<file path="src/amp_pkg.sv">
package amp_pkg;

   // =======================================================================
   // Bus address and transfer counts
   // =======================================================================
   // Seven-bit slave address; with the direction bit clear it reads as D8.
   localparam logic [6:0] DEV_ADDR       = 7'h6C;
   localparam logic [3:0] BYTE_BITS      = 4'h8;
   localparam logic [3:0] LAST_BIT       = 4'h7;
   localparam logic [1:0] WRITE_BYTES    = 2'h2;
   localparam logic [1:0] IDX_FIRST      = 2'h0;
   localparam logic [1:0] IDX_SECOND     = 2'h1;

   // =======================================================================
   // Instruction byte field positions
   // =======================================================================
   localparam int ONE_DIAG_EN      = 6;
   localparam int ONE_OFFSET_EN    = 5;
   localparam int ONE_GAIN_FRONT   = 4;
   localparam int ONE_GAIN_REAR    = 3;
   localparam int ONE_UNMUTE_FRONT = 2;
   localparam int ONE_UNMUTE_REAR  = 1;
   localparam int TWO_TEST_HI      = 6;
   localparam int TWO_TEST_LO      = 5;
   localparam int TWO_STANDBY_OFF  = 4;
   localparam int TWO_LINE_MODE    = 3;

   // =======================================================================
   // Types
   // =======================================================================
   // Per-channel result, laid out as status bits 4 down to 0.
   typedef struct packed {
      logic permanent;
      logic short_load;
      logic open_or_offset;
      logic short_vcc;
      logic short_gnd;
   } chan_diag_t;

   typedef struct packed {
      logic       diag_en;
      logic       offset_en;
      logic       gain12_front;
      logic       gain12_rear;
      logic       unmute_front;
      logic       unmute_rear;
      logic       standby_off;
      logic       line_mode;
      logic [1:0] test_bits;
   } ctrl_t;

   localparam ctrl_t      CTRL_RST    = '0;
   localparam chan_diag_t RESULT_RST  = '0;

endpackage : amp_pkg

</file>
<file path="src/pin_sync.sv">
`timescale 1ns/10ps
module pin_sync #(
   parameter int WIDTH = 2
) (
   // Clock, reset and enable
   input  wire logic             clk_sys,
   input  wire logic             rstn,
   input  wire logic             ce,
   // Pins and filtered levels
   input  wire logic [WIDTH-1:0] pin_in,
   output logic      [WIDTH-1:0] level
);

   if (WIDTH < 1) begin : g_bad_width
      $error("pin_sync needs at least one bit");
   end

   logic [WIDTH-1:0] s1_r;
   logic [WIDTH-1:0] s2_r;
   logic [WIDTH-1:0] s3_r;
   logic [WIDTH-1:0] level_r;
   logic [WIDTH-1:0] agree_w;

   // A change is taken only once the second and third stages agree.
   assign agree_w = ~(s2_r ^ s3_r);
   assign level   = level_r;

   always_ff @(posedge clk_sys) begin
      if (!rstn) begin
         s1_r    <= {WIDTH{1'b1}};
         s2_r    <= {WIDTH{1'b1}};
         s3_r    <= {WIDTH{1'b1}};
         level_r <= {WIDTH{1'b1}};
      end else if (ce) begin
         s1_r    <= pin_in;
         s2_r    <= s1_r;
         s3_r    <= s2_r;
         level_r <= (agree_w & s3_r) | (~agree_w & level_r);
      end
   end

endmodule : pin_sync

</file>
<file path="src/amp_diag_status_readback.sv">
`timescale 1ns/10ps
// Notes on behaviour
// - Read: address, four status bytes, stop.
// - Byte one bit seven shows thermal warning.
// - Byte one bit six shows cycle finished.
// - Bytes one to four carry four channels.
// - Bit four: turn-on zero, permanent one.
// - Bit three flags a shorted load.
// - Bit two flags open load or offset.
// - Bit one flags short to supply.
// - Bit zero flags short to ground.
// - Byte two bit seven shows offset enable.
// - Byte three bit seven mirrors standby control.
// - Byte three bit six mirrors diagnostic enable.
// - Read after offset run ends the run.
// - Answer address D8; direction bit selects.
// - Each read restarts cycles; previous results returned.
// - First instruction byte field layout.
module amp_diag_status_readback #(
   parameter logic [6:0] SLAVE_ADDR = amp_pkg::DEV_ADDR
) (
   // Clock, reset and enable
   input  wire logic                         clk_sys,
   input  wire logic                         rstn,
   input  wire logic                         ce,
   // Two-wire bus pins
   input  wire logic                         scl_i,
   input  wire logic                         sda_i,
   output logic                              sda_o,
   output logic                              sda_oe,
   // Live results from the fault detectors
   input  wire logic                         thermal_warn,
   input  wire logic                         diag_cycle_done,
   input  wire amp_pkg::chan_diag_t [3:0]    chan_diag,
   // Amplifier control and diagnostic sequencing
   output amp_pkg::ctrl_t                    ctrl,
   output logic                              diag_restart,
   output logic                              offset_stop
);

   typedef enum logic [2:0] {
      ST_IDLE,
      ST_ADDR,
      ST_ADDR_ACK,
      ST_WR_BYTE,
      ST_WR_ACK,
      ST_RD_BYTE,
      ST_RD_ACK,
      ST_IGNORE
   } bus_state_t;

   // =======================================================================
   // Pin sampling and bus conditions
   // =======================================================================
   logic [1:0] pins_w;
   logic       scl_q;
   logic       sda_q;
   logic       scl_prev_r;
   logic       sda_prev_r;

   pin_sync #(
      .WIDTH   (2)
   ) u_pin_sync (
      .clk_sys (clk_sys),
      .rstn    (rstn),
      .ce      (ce),
      .pin_in  ({scl_i, sda_i}),
      .level   (pins_w)
   );

   assign scl_q = pins_w[1];
   assign sda_q = pins_w[0];

   logic scl_rise_w;
   logic scl_fall_w;
   logic start_w;
   logic stop_w;

   assign scl_rise_w = scl_q & ~scl_prev_r;
   assign scl_fall_w = ~scl_q & scl_prev_r;
   assign start_w    = scl_q & scl_prev_r & sda_prev_r & ~sda_q;
   assign stop_w     = scl_q & scl_prev_r & ~sda_prev_r & sda_q;

   // =======================================================================
   // State
   // =======================================================================
   bus_state_t                 st_r;
   bus_state_t                 st_nxt;
   logic [3:0]                 cnt_r;
   logic [3:0]                 cnt_nxt;
   logic [7:0]                 rx_r;
   logic [7:0]                 rx_nxt;
   logic [7:0]                 tx_r;
   logic [7:0]                 tx_nxt;
   logic                       oe_r;
   logic                       oe_nxt;
   logic [1:0]                 idx_r;
   logic [1:0]                 idx_nxt;
   logic                       seen_r;
   logic                       seen_nxt;
   amp_pkg::ctrl_t             ctrl_r;
   amp_pkg::ctrl_t             ctrl_nxt;
   logic                       restart_r;
   logic                       restart_nxt;
   logic                       offstop_r;
   logic                       offstop_nxt;
   amp_pkg::chan_diag_t [3:0]  results_r;
   amp_pkg::chan_diag_t [3:0]  results_nxt;
   logic [3:0][7:0]            snap_r;
   logic [3:0][7:0]            snap_nxt;

   // =======================================================================
   // Status byte assembly
   // =======================================================================
   logic [3:0][7:0] status_w;
   logic            addr_hit_w;
   logic [1:0]      idx_inc_w;
   logic [7:0]      next_byte_w;

   assign status_w[0] = {thermal_warn,
                         diag_cycle_done,
                         1'b0,
                         results_r[0]};
   assign status_w[1] = {ctrl_r.offset_en,
                         2'b00,
                         results_r[1]};
   assign status_w[2] = {ctrl_r.standby_off,
                         ctrl_r.diag_en,
                         1'b0,
                         results_r[2]};
   assign status_w[3] = {3'b000,
                         results_r[3]};

   // Channel fields follow chan_diag_t: permanent, short load,
   // open load or offset, short to supply, short to ground.

   assign addr_hit_w  = (rx_r[7:1] == SLAVE_ADDR);
   assign idx_inc_w   = 2'(idx_r + 2'h1);
   assign next_byte_w = snap_r[idx_inc_w];

   // =======================================================================
   // Transfer sequencing
   // =======================================================================
   always_comb begin
      st_nxt      = st_r;
      cnt_nxt     = cnt_r;
      rx_nxt      = rx_r;
      tx_nxt      = tx_r;
      oe_nxt      = oe_r;
      idx_nxt     = idx_r;
      seen_nxt    = seen_r;
      ctrl_nxt    = ctrl_r;
      restart_nxt = 1'b0;
      offstop_nxt = 1'b0;
      results_nxt = results_r;
      snap_nxt    = snap_r;
      if (start_w || stop_w) begin
         // A finished read restarts the cycles and latches the new results.
         if (seen_r) begin
            restart_nxt = 1'b1;
            offstop_nxt = ctrl_r.offset_en;
            results_nxt = chan_diag;
            seen_nxt    = 1'b0;
         end
         oe_nxt  = 1'b0;
         cnt_nxt = 4'h0;
         st_nxt  = start_w ? ST_ADDR : ST_IDLE;
      end else begin
         case (st_r)
            ST_ADDR: begin
               if (scl_rise_w) begin
                  rx_nxt  = {rx_r[6:0], sda_q};
                  cnt_nxt = 4'(cnt_r + 4'h1);
               end else if (scl_fall_w && cnt_r == amp_pkg::BYTE_BITS) begin
                  if (addr_hit_w) begin
                     oe_nxt   = 1'b1;
                     idx_nxt  = amp_pkg::IDX_FIRST;
                     snap_nxt = status_w;
                     st_nxt   = ST_ADDR_ACK;
                  end else begin
                     st_nxt = ST_IGNORE;
                  end
               end
            end
            ST_ADDR_ACK: begin
               if (scl_fall_w) begin
                  cnt_nxt = 4'h0;
                  if (rx_r[0]) begin
                     tx_nxt   = snap_r[amp_pkg::IDX_FIRST];
                     oe_nxt   = ~snap_r[amp_pkg::IDX_FIRST][7];
                     seen_nxt = 1'b1;
                     st_nxt   = ST_RD_BYTE;
                  end else begin
                     oe_nxt = 1'b0;
                     st_nxt = ST_WR_BYTE;
                  end
               end
            end
            ST_WR_BYTE: begin
               if (scl_rise_w) begin
                  rx_nxt  = {rx_r[6:0], sda_q};
                  cnt_nxt = 4'(cnt_r + 4'h1);
               end else if (scl_fall_w && cnt_r == amp_pkg::BYTE_BITS) begin
                  if (idx_r < amp_pkg::WRITE_BYTES) begin
                     oe_nxt  = 1'b1;
                     idx_nxt = idx_inc_w;
                     st_nxt  = ST_WR_ACK;
                     if (idx_r == amp_pkg::IDX_FIRST) begin
                        ctrl_nxt.diag_en      =
                           rx_r[amp_pkg::ONE_DIAG_EN];
                        ctrl_nxt.offset_en    =
                           rx_r[amp_pkg::ONE_OFFSET_EN];
                        ctrl_nxt.gain12_front =
                           rx_r[amp_pkg::ONE_GAIN_FRONT];
                        ctrl_nxt.gain12_rear  =
                           rx_r[amp_pkg::ONE_GAIN_REAR];
                        ctrl_nxt.unmute_front =
                           rx_r[amp_pkg::ONE_UNMUTE_FRONT];
                        ctrl_nxt.unmute_rear  =
                           rx_r[amp_pkg::ONE_UNMUTE_REAR];
                     end else begin
                        ctrl_nxt.standby_off  =
                           rx_r[amp_pkg::TWO_STANDBY_OFF];
                        ctrl_nxt.line_mode    =
                           rx_r[amp_pkg::TWO_LINE_MODE];
                        ctrl_nxt.test_bits    =
                           {rx_r[amp_pkg::TWO_TEST_HI],
                            rx_r[amp_pkg::TWO_TEST_LO]};
                     end
                  end else begin
                     // Bytes past the second are not acknowledged.
                     st_nxt = ST_IGNORE;
                  end
               end
            end
            ST_WR_ACK: begin
               if (scl_fall_w) begin
                  oe_nxt  = 1'b0;
                  cnt_nxt = 4'h0;
                  st_nxt  = ST_WR_BYTE;
               end
            end
            ST_RD_BYTE: begin
               if (scl_fall_w) begin
                  if (cnt_r == amp_pkg::LAST_BIT) begin
                     oe_nxt = 1'b0;
                     st_nxt = ST_RD_ACK;
                  end else begin
                     tx_nxt  = {tx_r[6:0], 1'b0};
                     oe_nxt  = ~tx_r[6];
                     cnt_nxt = 4'(cnt_r + 4'h1);
                  end
               end
            end
            ST_RD_ACK: begin
               if (scl_rise_w && sda_q) begin
                  st_nxt = ST_IGNORE;
               end else if (scl_fall_w) begin
                  // Bytes follow in channel order and wrap after the fourth.
                  idx_nxt = idx_inc_w;
                  tx_nxt  = next_byte_w;
                  oe_nxt  = ~next_byte_w[7];
                  cnt_nxt = 4'h0;
                  st_nxt  = ST_RD_BYTE;
               end
            end
            ST_IGNORE: begin
               oe_nxt = 1'b0;
            end
            ST_IDLE: begin
               oe_nxt = 1'b0;
            end
            default: begin
               oe_nxt = 1'b0;
               st_nxt = ST_IDLE;
            end
         endcase
      end
   end

   // =======================================================================
   // Registers
   // =======================================================================
   always_ff @(posedge clk_sys) begin
      if (!rstn) begin
         st_r       <= ST_IDLE;
         cnt_r      <= 4'h0;
         rx_r       <= 8'h00;
         tx_r       <= 8'h00;
         oe_r       <= 1'b0;
         idx_r      <= 2'h0;
         seen_r     <= 1'b0;
         ctrl_r     <= amp_pkg::CTRL_RST;
         restart_r  <= 1'b0;
         offstop_r  <= 1'b0;
         results_r  <= {4{amp_pkg::RESULT_RST}};
         snap_r     <= '0;
         scl_prev_r <= 1'b1;
         sda_prev_r <= 1'b1;
      end else if (ce) begin
         st_r       <= st_nxt;
         cnt_r      <= cnt_nxt;
         rx_r       <= rx_nxt;
         tx_r       <= tx_nxt;
         oe_r       <= oe_nxt;
         idx_r      <= idx_nxt;
         seen_r     <= seen_nxt;
         ctrl_r     <= ctrl_nxt;
         restart_r  <= restart_nxt;
         offstop_r  <= offstop_nxt;
         results_r  <= results_nxt;
         snap_r     <= snap_nxt;
         scl_prev_r <= scl_q;
         sda_prev_r <= sda_q;
      end
   end

   // The data pin is open drain: it is only ever pulled low.
   logic sda_low_r;

   always_ff @(posedge clk_sys) begin
      if (!rstn) begin
         sda_low_r <= 1'b0;
      end else if (ce) begin
         sda_low_r <= 1'b0;
      end
   end

   assign sda_o        = sda_low_r;
   assign sda_oe       = oe_r;
   assign ctrl         = ctrl_r;
   assign diag_restart = restart_r;
   assign offset_stop  = offstop_r;

endmodule : amp_diag_status_readback

</file>
<file path="config.mk">
export PLATFORM = sky130hd
export DESIGN_NAME = amp_diag_status_readback
export DESIGN_NICKNAME = d
export VERILOG_FILES = /design/src/amp_pkg.sv /design/src/pin_sync.sv /design/src/amp_diag_status_readback.sv
export SDC_FILE = /design/constraint.sdc
export NUM_CORES = 1
export LEC_CHECK = 0
export BUFFER_PORTS_ARGS = -buffer_cell sky130_fd_sc_hd__buf_2
export CORE_MARGIN = 2
export CORE_UTILIZATION = 40
export CTS_CLUSTER_DIAMETER = 100
export DETAILED_ROUTE_END_ITERATION = 12
export HOLD_SLACK_MARGIN = 0.05
export PLACE_DENSITY = 0.57
export SYNTH_ARGS = -nofsm -noshare
export SYNTH_HDL_FRONTEND = slang
export SYNTH_SLANG_ARGS = --single-unit
export TNS_END_PERCENT = 5
</file>
<file path="constraint.sdc">
create_clock -name clk_sys -period 5 [get_ports clk_sys]
set_input_delay 0.5 -clock clk_sys [delete_from_list [all_inputs] [get_ports clk_sys]]
set_output_delay 0.5 -clock clk_sys [all_outputs]
set_load 0.02 [all_outputs]
</file>
Yosys cells after proc, flatten, opt, wreduce, memory -nomap -nowiden:

Cells that the tools add are included.

* flip-flop bits (word level): 93
* input bits: 27
* output and inout bits: 14
* word-level logic and storage cells: 202

* add/sub/neg operators: 2
* magnitude comparators: 2
* equal/unequal tests: 37
* mux-type cells: 64
* bitwise logic cells: 23
* reductions and logical operators: 26

Operators with widths (number)
* 7-bit 2-to-1 mux: 6
* 3-bit 2-to-1 mux: 13
* 3-bit inequality test (second input constant): 13
* 4-bit 2-to-1 mux: 6
* 2-bit inequality test (second input constant): 12
* 1-bit 2-to-1 mux: 23
* 11-bit AND reduction: 2
* 7-bit one-hot mux with 3 select lines: 1
* 2-bit 2-to-1 mux: 9
* 3-bit one-hot mux with 6 select lines: 1
* 8-bit binary-select mux with 2-bit select: 1
* 4-bit one-hot mux with 4 select lines: 1
* 7-bit AND reduction: 2
* 3-bit == test (second input constant): 4
* 12-bit AND reduction: 1
* 6-bit AND reduction: 2
* 1-bit NOT: 10
* 9-bit AND reduction: 1
* 8-bit 2-to-1 mux: 1
* 4-bit AND reduction: 2
* 1-bit AND: 7
* 7-bit == test (second input constant): 1
* 1-bit one-hot mux with 7 select lines: 1
* 7-bit nonzero test: 1
* other kinds (24): 33

Logic depth before layout (Yosys ltp):

Gate-level depths: netlist (run 1).

* depth after elaboration: 8
* mapped depth: 9
* mapped depth without buffers: 7

By module:

Synthesis (run 1) repeated with hierarchy kept, for this count alone.

* cell total of the unflattened synthesis: 517
* area, all modules: 4435.5 um^2

Modules (own cells, without submodules)
* amp_diag_status_readback: times used 1, cells an instance 488, area an instance 4121.5 um^2, seq. area each 1701.6 um^2
* pin_sync: times used 1, cells an instance 29, area an instance 314.1 um^2, seq. area each 160.2 um^2

Least setup slack after synthesis (run 1):

No wires, ideal clock.

* path kind: reg-to-reg
* from: register idx_r[0]
* to: register tx_r[0]
* setup time: 118 ps
* arrival: 2081 ps
* required time: 4882 ps
* path slack: 2801 ps
* stages on the path, launching flop included: 10
* buffers on the path: 2
* clock period less this slack: 2199 ps
* cell sequence: dfxtp_1 clkbuf_1 inv_1 ha_1 buf_2 mux4_2 nand3_1 a21oi_1 nor3_1 nor2_1

* cells in the longest elaborated chain, start to end: 6

Ends and longest elaborated chain
* start, declared: RTL line amp_diag_status_readback.sv:97 `logic [1:0] idx_r;`
* start signal, assigned: RTL line amp_diag_status_readback.sv:306 `idx_r <= idx_nxt;`
* 2-bit by 1-bit adder with 2-bit output: RTL line amp_diag_status_readback.sv:138 `assign idx_inc_w = 2'(idx_r + 2'h1);`
* 8-bit binary-select mux with 2-bit select: RTL line amp_diag_status_readback.sv:139 `assign next_byte_w = snap_r[idx_inc_w];`
* 8-bit 2-to-1 mux (implied by the code): RTL line amp_diag_status_readback.sv:139
* 7-bit 2-to-1 mux: RTL line amp_diag_status_readback.sv:258 `end else if (scl_fall_w) begin`
* 7-bit 2-to-1 mux: RTL line amp_diag_status_readback.sv:256 `if (scl_rise_w && sda_q) begin`
* 7-bit one-hot mux with 3 select lines: RTL line amp_diag_status_readback.sv:169 `case (st_r)`
* end signal, assigned: RTL line amp_diag_status_readback.sv:304 `tx_r <= tx_nxt;`
* end, declared: RTL line amp_diag_status_readback.sv:93 `logic [7:0] tx_r;`

No other way between the ends. The select of a mux whose other input is x is not followed.
A chain may end at the register's enable or synchronous reset.

Final worst setup path (run 1):

* from: register st_r[0]
* to: register snap_r[15] in the netlist's numbering

* cells in the longest elaborated chain, start to end: 2

Ends and longest elaborated chain
* start, declared: RTL line amp_diag_status_readback.sv:87 `bus_state_t st_r;`
* start signal, assigned: RTL line amp_diag_status_readback.sv:301 `st_r <= st_nxt;`
* 3-bit by 1-bit == test with 1-bit output: RTL line amp_diag_status_readback.sv:169
* 6-bit AND reduction (no source line)
* end signal, assigned: RTL line amp_diag_status_readback.sv:312 `snap_r <= snap_nxt;`
* end, declared: RTL line amp_diag_status_readback.sv:109 `logic [3:0][7:0] snap_r;`

No other way between the ends.

==> results.yml, run 1 <==
floorplanning:
  die_h_um: 110
  core_mm2: 0.0108
  die_w_um: 110
  fp.dieArea_mm2: 0.0120
  num_rows: 38
  io-pin-count: 41
  initial_core_util: 0.412
drt:
  viasPerCell: 5.40
  remaining_drc_errors: 0
  antenna_left: 0
  drt-total-wl_um: 10400
  drt_pass1_iterations: 5
  drt_iter0_drc: 202
  wire_per_inst_um: 15.4
  route.vias.total: 3643
placed_design:
  post-dp-hpwl_um: 6840
  port_buffers: 39
  place.gp.congestion: 0.867
logic_synthesis:
  async_flop_share: 0
  synth_cell_types: 62
  synthesis.nets: 547
  synthCells: 516
  avgSynthCellArea_um2: 8.65
  ys.flop_type: "dfxtp_1"
  synth_edf_count: 0
  ys_ff_latch: 93
  ys_seq_area_frac: 0.417
  yosysWarnings: 0
  synthesis.area_mm2: 0.00446
clock_tree:
  clock_sinks: 93
  clkTransAtPathRegs_ns: 0.10
  hold_buffers: 0
  post_cts_resized: 0
  cts_max_path_buffers: 2
  cts_buffers: 9
  clock_latency_ns: 0.37
  post_cts_buffers: 0
  cts_root_buf: "clkbuf_8"
  h-tree-depth: 3
  cts_tree: "yes"
run:
  max_cap_violations: 0
global_routing:
  grt_max_degree: 70
  antenna_found_initial: 0
  grt_pass1_wl_um: 17500
  grt_pass1_vias: 3468
  grt_usage: 0.187
  overflow: 0
finish:
  drive_gt1_frac: 0.136
  area_growth_pct: 9.70
  fin_util: 0.452
  diodes: 0
  fin_nets: 561
  final_cell_mix: "nand2_1 (129), dfxtp_1 (93), buf_2 (39)"
  final_common_cell: "nand2_1"
sta:
  fmax_mhz: 387
  final_max_slew_viol_count: 0
  period_share: 0.517
  rsz0062_at_grt: "no"
  period_minus_slack_ns: 2.58
  max_slew_margin: 0.340
  setup_violations: 0
  fin_tns_setup_ns: 0
  hold_violations: 0
  tightest_slew_ns: 0.989
  finClkSkew_ns: 0.00771
run_status:
  status: "finished, final reports clean"
critical_path:
  critPathMaxStageDelay_ns: 0.98
  start_kind: "flop"
  required_ns: 5.27
  crit_type: "flop to flop"
  worst-path-buf-inv: 0
  critPathMaxFanout: 30
  cpMaxStageDelayCell: "dfxtp_1"
  critPathTopFamily: "simple AND/OR/NAND/NOR gates"
  end_kind: "flop"
  path_cells: "nand2b_1, or2_1, or4_4, nand2_1, a21boi_1"
  cp_data_arrival_time_ns: 2.85
pwr:
  pwr_density_cell_mw_per_mm2: 302
  vdd_drop_max_mv: 0.127
  p_leak_nw: 1.72
hold_path:
  hp-class: "input pin to flop"
## synth_stat cells, drive strengths merged (2+ instances only)
library cell  number  area, µm²
a21boi            57        428
a21oi             12       60.1
a22oi              4       30.0
a31oi              2       12.5
a32oi              2       17.5
and2               2       12.5
buf               17        104
clkbuf            23       86.3
dfxtp             93       1860
ha                 4       50.1
inv                9       33.8
mux2               2       22.5
mux2i             25        250
mux4               5        113
nand2            129        484
nand2b             8       50.1
nand3             18       90.1
nand3b             5       37.5
nand4              3       18.8
nor2               6       22.5
nor2b             16        100
nor3               5       25.0
nor3b              5       37.5
nor4               3       48.8
o2111ai            6       52.6
o21a               2       15.0
o21ai             14       70.1
o221ai             6       52.6
o22ai              5       31.3
o311ai             2       17.5
or2                3       21.3
## routing by layer
| layer | up-vias | global-route usage | wire [µm] |
|---|---|---|---|
| li1 | 1832 | - | - |
| met1 | 1709 | 0.272 | 5190 |
| met2 | 88 | 0.273 | 4510 |
| met3 | 14 | 0.0385 | 533 |
| met4 | 0 | 0.0678 | 154 |
| met5 | - | 0 | 0 |
## worst min-delay path: stages
cell and delay (ns):
buf_2 0.08, mux2i_1 0.05, nand2_1 0.06
## where the power goes
group	total, mW	switching, mW	leakage, nW	internal (mW)
logic	0.141	0.0807	0.865	0.0598
registers	0.768	0.0167	0.750	0.752
clock network	0.567	0.283	0.103	0.284
total	1.48	0.381	1.72	1.10
## cell families (layout without fill, tap and decap cells)
family,count (synthesis),in the layout,synth area share
simple gates,210,210,0.227
compound gates,125,125,0.204
flops,93,93,0.417
buf+inv,50,69,0.0510
mux,32,32,0.0864
fa+ha+maj,4,4,0.0112
other cells,1,1,0.000840
xor+xnor,1,1,0.00196
## layout make-up
| type | instances | area, µm² |
|---|---|---|
| Tap cell | 140 | 175 |
| Multi-Input combinational cell | 373 | 2370 |
| Sequential cell | 93 | 1860 |
| Inverter | 10 | 37.5 |
| Clock inverter | 7 | 98.8 |
| Fill cell | 1086 | 5950 |
| Timing Repair Buffer | 43 | 225 |
| Clock buffer | 9 | 124 |
## per-stage QoR
stage                     setup WS, ns  instances  hold slack (ns)  cell area (µm²)  power (mW)
after floorplan                   2.80        516            0.426             4460       0.889
after global placement            2.46        659            0.436             4670       0.924
after detailed placement          2.34        659            0.445             4670       0.926
after CTS                         2.42        675            0.333             4890        1.49
after global routing              2.25        675            0.347             4890        1.54
final                             2.42        675            0.342             4890        1.48
## registers in the layout, summed over array words and instances, names as in the netlist, 3 cells and up, named ones only
signal / cells
rx_r: 8
snap_r: 25
ctrl: 10
results_r: 20
cnt_r: 4
tx_r: 7
st_r: 3
## path summary, 6_finish.rpt
kind / startpoint / to / slack [ns] / cells past startpoint
worst max-delay path: st_r[0] / snap_r[15] / 2.42 / 5
worst min-delay path: sda_i / u_pin_sync.s1_r[0] / 0.34 / 3
worst max register to register: st_r[0] / snap_r[15] / 2.42 / 5
worst min register to register: snap_r[8] / snap_r[8] / 0.45 / 2
Note: power is estimated with default switching activity, not from simulation.
==> run 2: changes to the inputs <==
Clock period 5 ns to 2.6 ns, I/O delays scaled along.
==> results.yml, run 2 (synthesis gave the netlist of run 1 again) <==
finish:
  fin_area_mm2: 0.00493
  largest_register_ffs: 25
  drive_gt1_frac: 0.148
  fill_cells: 1098
  fin_nets: 568
  final_common_cell: "nand2_1"
  final_cell_mix: "nand2_1 (129), dfxtp_1 (93), buf_2 (39)"
  instances_no_fill: 682
  top_register: "snap_r"
  area_growth_pct: 10.5
  diodes: 0
global_routing:
  grt_use_met1: 0.266
  grt_usage: 0.182
  met3_usage: 0.0296
  grt_busiest_layer: "met1"
  grt_pass1_wl_um: 17300
  antenna_found_initial: 0
  grt_max_degree: 54
  met2_usage: 0.265
  grt_pass1_vias: 3487
  overflow: 0
pwr:
  vdd_drop_max_mv: 0.299
  pwr_density_cell_mw_per_mm2: 562
  p_leak_nw: 1.76
placed_design:
  postPlaceCellArea_mm2: 0.00472
  place.gp.congestion: 0.814
  post-dp-hpwl_um: 7160
  port_buffers: 39
  place_inst: 666
critical_path:
  critPathTopFamily: "adder cells"
  worst-path-buf-inv: 1
  critPathMaxStageDelay_ns: 0.60
  required_ns: 2.86
  crit_cells: 7
  critPathMaxFanout: 10
  crit_path_end: "tx_r[0]"
  r2r_slack_ns: 0.22
  cpMaxStageDelayCell: "ha_1"
  reg2reg_depth: 7
  path_cells: "inv_1, ha_1, mux4_2, nand3_1, a21oi_1, nor3_1, nor2_1"
  crit_type: "flop to flop"
  r2r-start: "idx_r[0]"
  rr_endpoint: "tx_r[0]"
  end_kind: "flop"
  crit_start: "idx_r[0]"
  start_kind: "flop"
  cp_data_arrival_time_ns: 2.65
sta:
  finClkSkew_ns: 0.0138
  max_slew_margin: 0.648
  hold_violations: 0
  setup_violations: 0
  tightest_slew_ns: 0.528
  fmax_mhz: 419
  period_minus_slack_ns: 2.38
  final_max_slew_viol_count: 0
  whs_ns: 0.117
  rsz0062_at_grt: "no"
  fin_tns_setup_ns: 0
  period_share: 0.917
floorplanning:
  initial_core_util: 0.412
  num_rows: 38
  die_h_um: 110
  core_mm2: 0.0108
  io-pin-count: 41
  die_w_um: 110
  fp.dieArea_mm2: 0.0120
clock_tree:
  cts_buffers: 9
  post_cts_buffers: 0
  cts_tree: "yes"
  cts_max_path_buffers: 2
  clock_sinks: 93
  h-tree-depth: 3
  post_cts_resized: 0
  cts_root_buf: "clkbuf_8"
  clkTransAtPathRegs_ns: 0.10
  clock_latency_ns: 0.36
  hold_buffers: 0
drt:
  wire_per_inst_um: 14.9
  drt_iter0_drc: 200
  viasPerCell: 5.34
  route.vias.total: 3641
  drt_pass1_iterations: 4
  antenna_left: 0
  remaining_drc_errors: 0
  drt-total-wl_um: 10200
hold_path:
  hp-class: "input pin to flop"
run:
  max_cap_violations: 0
run_status:
  status: "finished, final reports clean"
## run 2: changes by cell type in the layout (fill, tap and decap cells not counted)
cell	before	now
buf_4	4	11
clkinv_2	1	2
clkbuf_8	9	10
clkinvlp_4	3	0
inv_8	1	0
inv_6	0	3
bufinv_16	2	1
## run 2: routing by layer
layer / part of all wire / vias up / wire [µm]
met2: 0.44 / 64 / 4500
met1: 0.51 / 1714 / 5220
li1: - / 1853 / -
met5: 0 / - / 0
met4: 0.014 / 0 / 143
met3: 0.030 / 10 / 300
## run 2: layout make-up
cell class	instances	area, µm²	area share
multi-input combinational	373	2370	0.481
tap	140	175	0.0355
clock inverter	6	66.3	0.0135
sequential	93	1860	0.378
clock buffer	10	138	0.0279
timing repair buffer	50	278	0.0564
inverter	10	37.5	0.00762
## run 2: worst min-delay path by stage
| stage | start | end | depth (start not counted) |
|---|---|---|---|
| 6_report | scl_i | u_pin_sync.s1_r[1] | 3 |
| 5_1_grt | scl_i | u_pin_sync.s1_r[1] | 3 |
| 4_1_cts | sda_i | u_pin_sync.s1_r[0] | 3 |
| 3_5_place_dp | snap_r[24] | snap_r[24] | 2 |
| 3_3_place_gp | results_r[18] | snap_r[27] | 2 |
| 2_1_floorplan | sda_i | u_pin_sync.s1_r[0] | 2 |
## run 2: power by group
| part | internal (mW) | switching (mW) |
|---|---|---|
| clock network | 0.478 | 0.531 |
| logic | 0.121 | 0.166 |
| registers | 1.45 | 0.0265 |
| total | 2.05 | 0.724 |
## run 2: per-stage QoR
step | power [mW] | setup WS, ns | util
after global routing | 2.89 | 0.0723 | 0.455
after global placement | 1.78 | 0.334 | 0.436
after detailed placement | 1.79 | 0.196 | 0.436
after floorplan | 1.71 | 0.401 | -
after CTS | 2.80 | 0.193 | 0.455
final | 2.77 | 0.216 | 0.455
## run 2: worst min-delay path, stage by stage
cell     delay [ns]
buf_2          0.08
mux2i_1        0.06
nand2_1        0.06
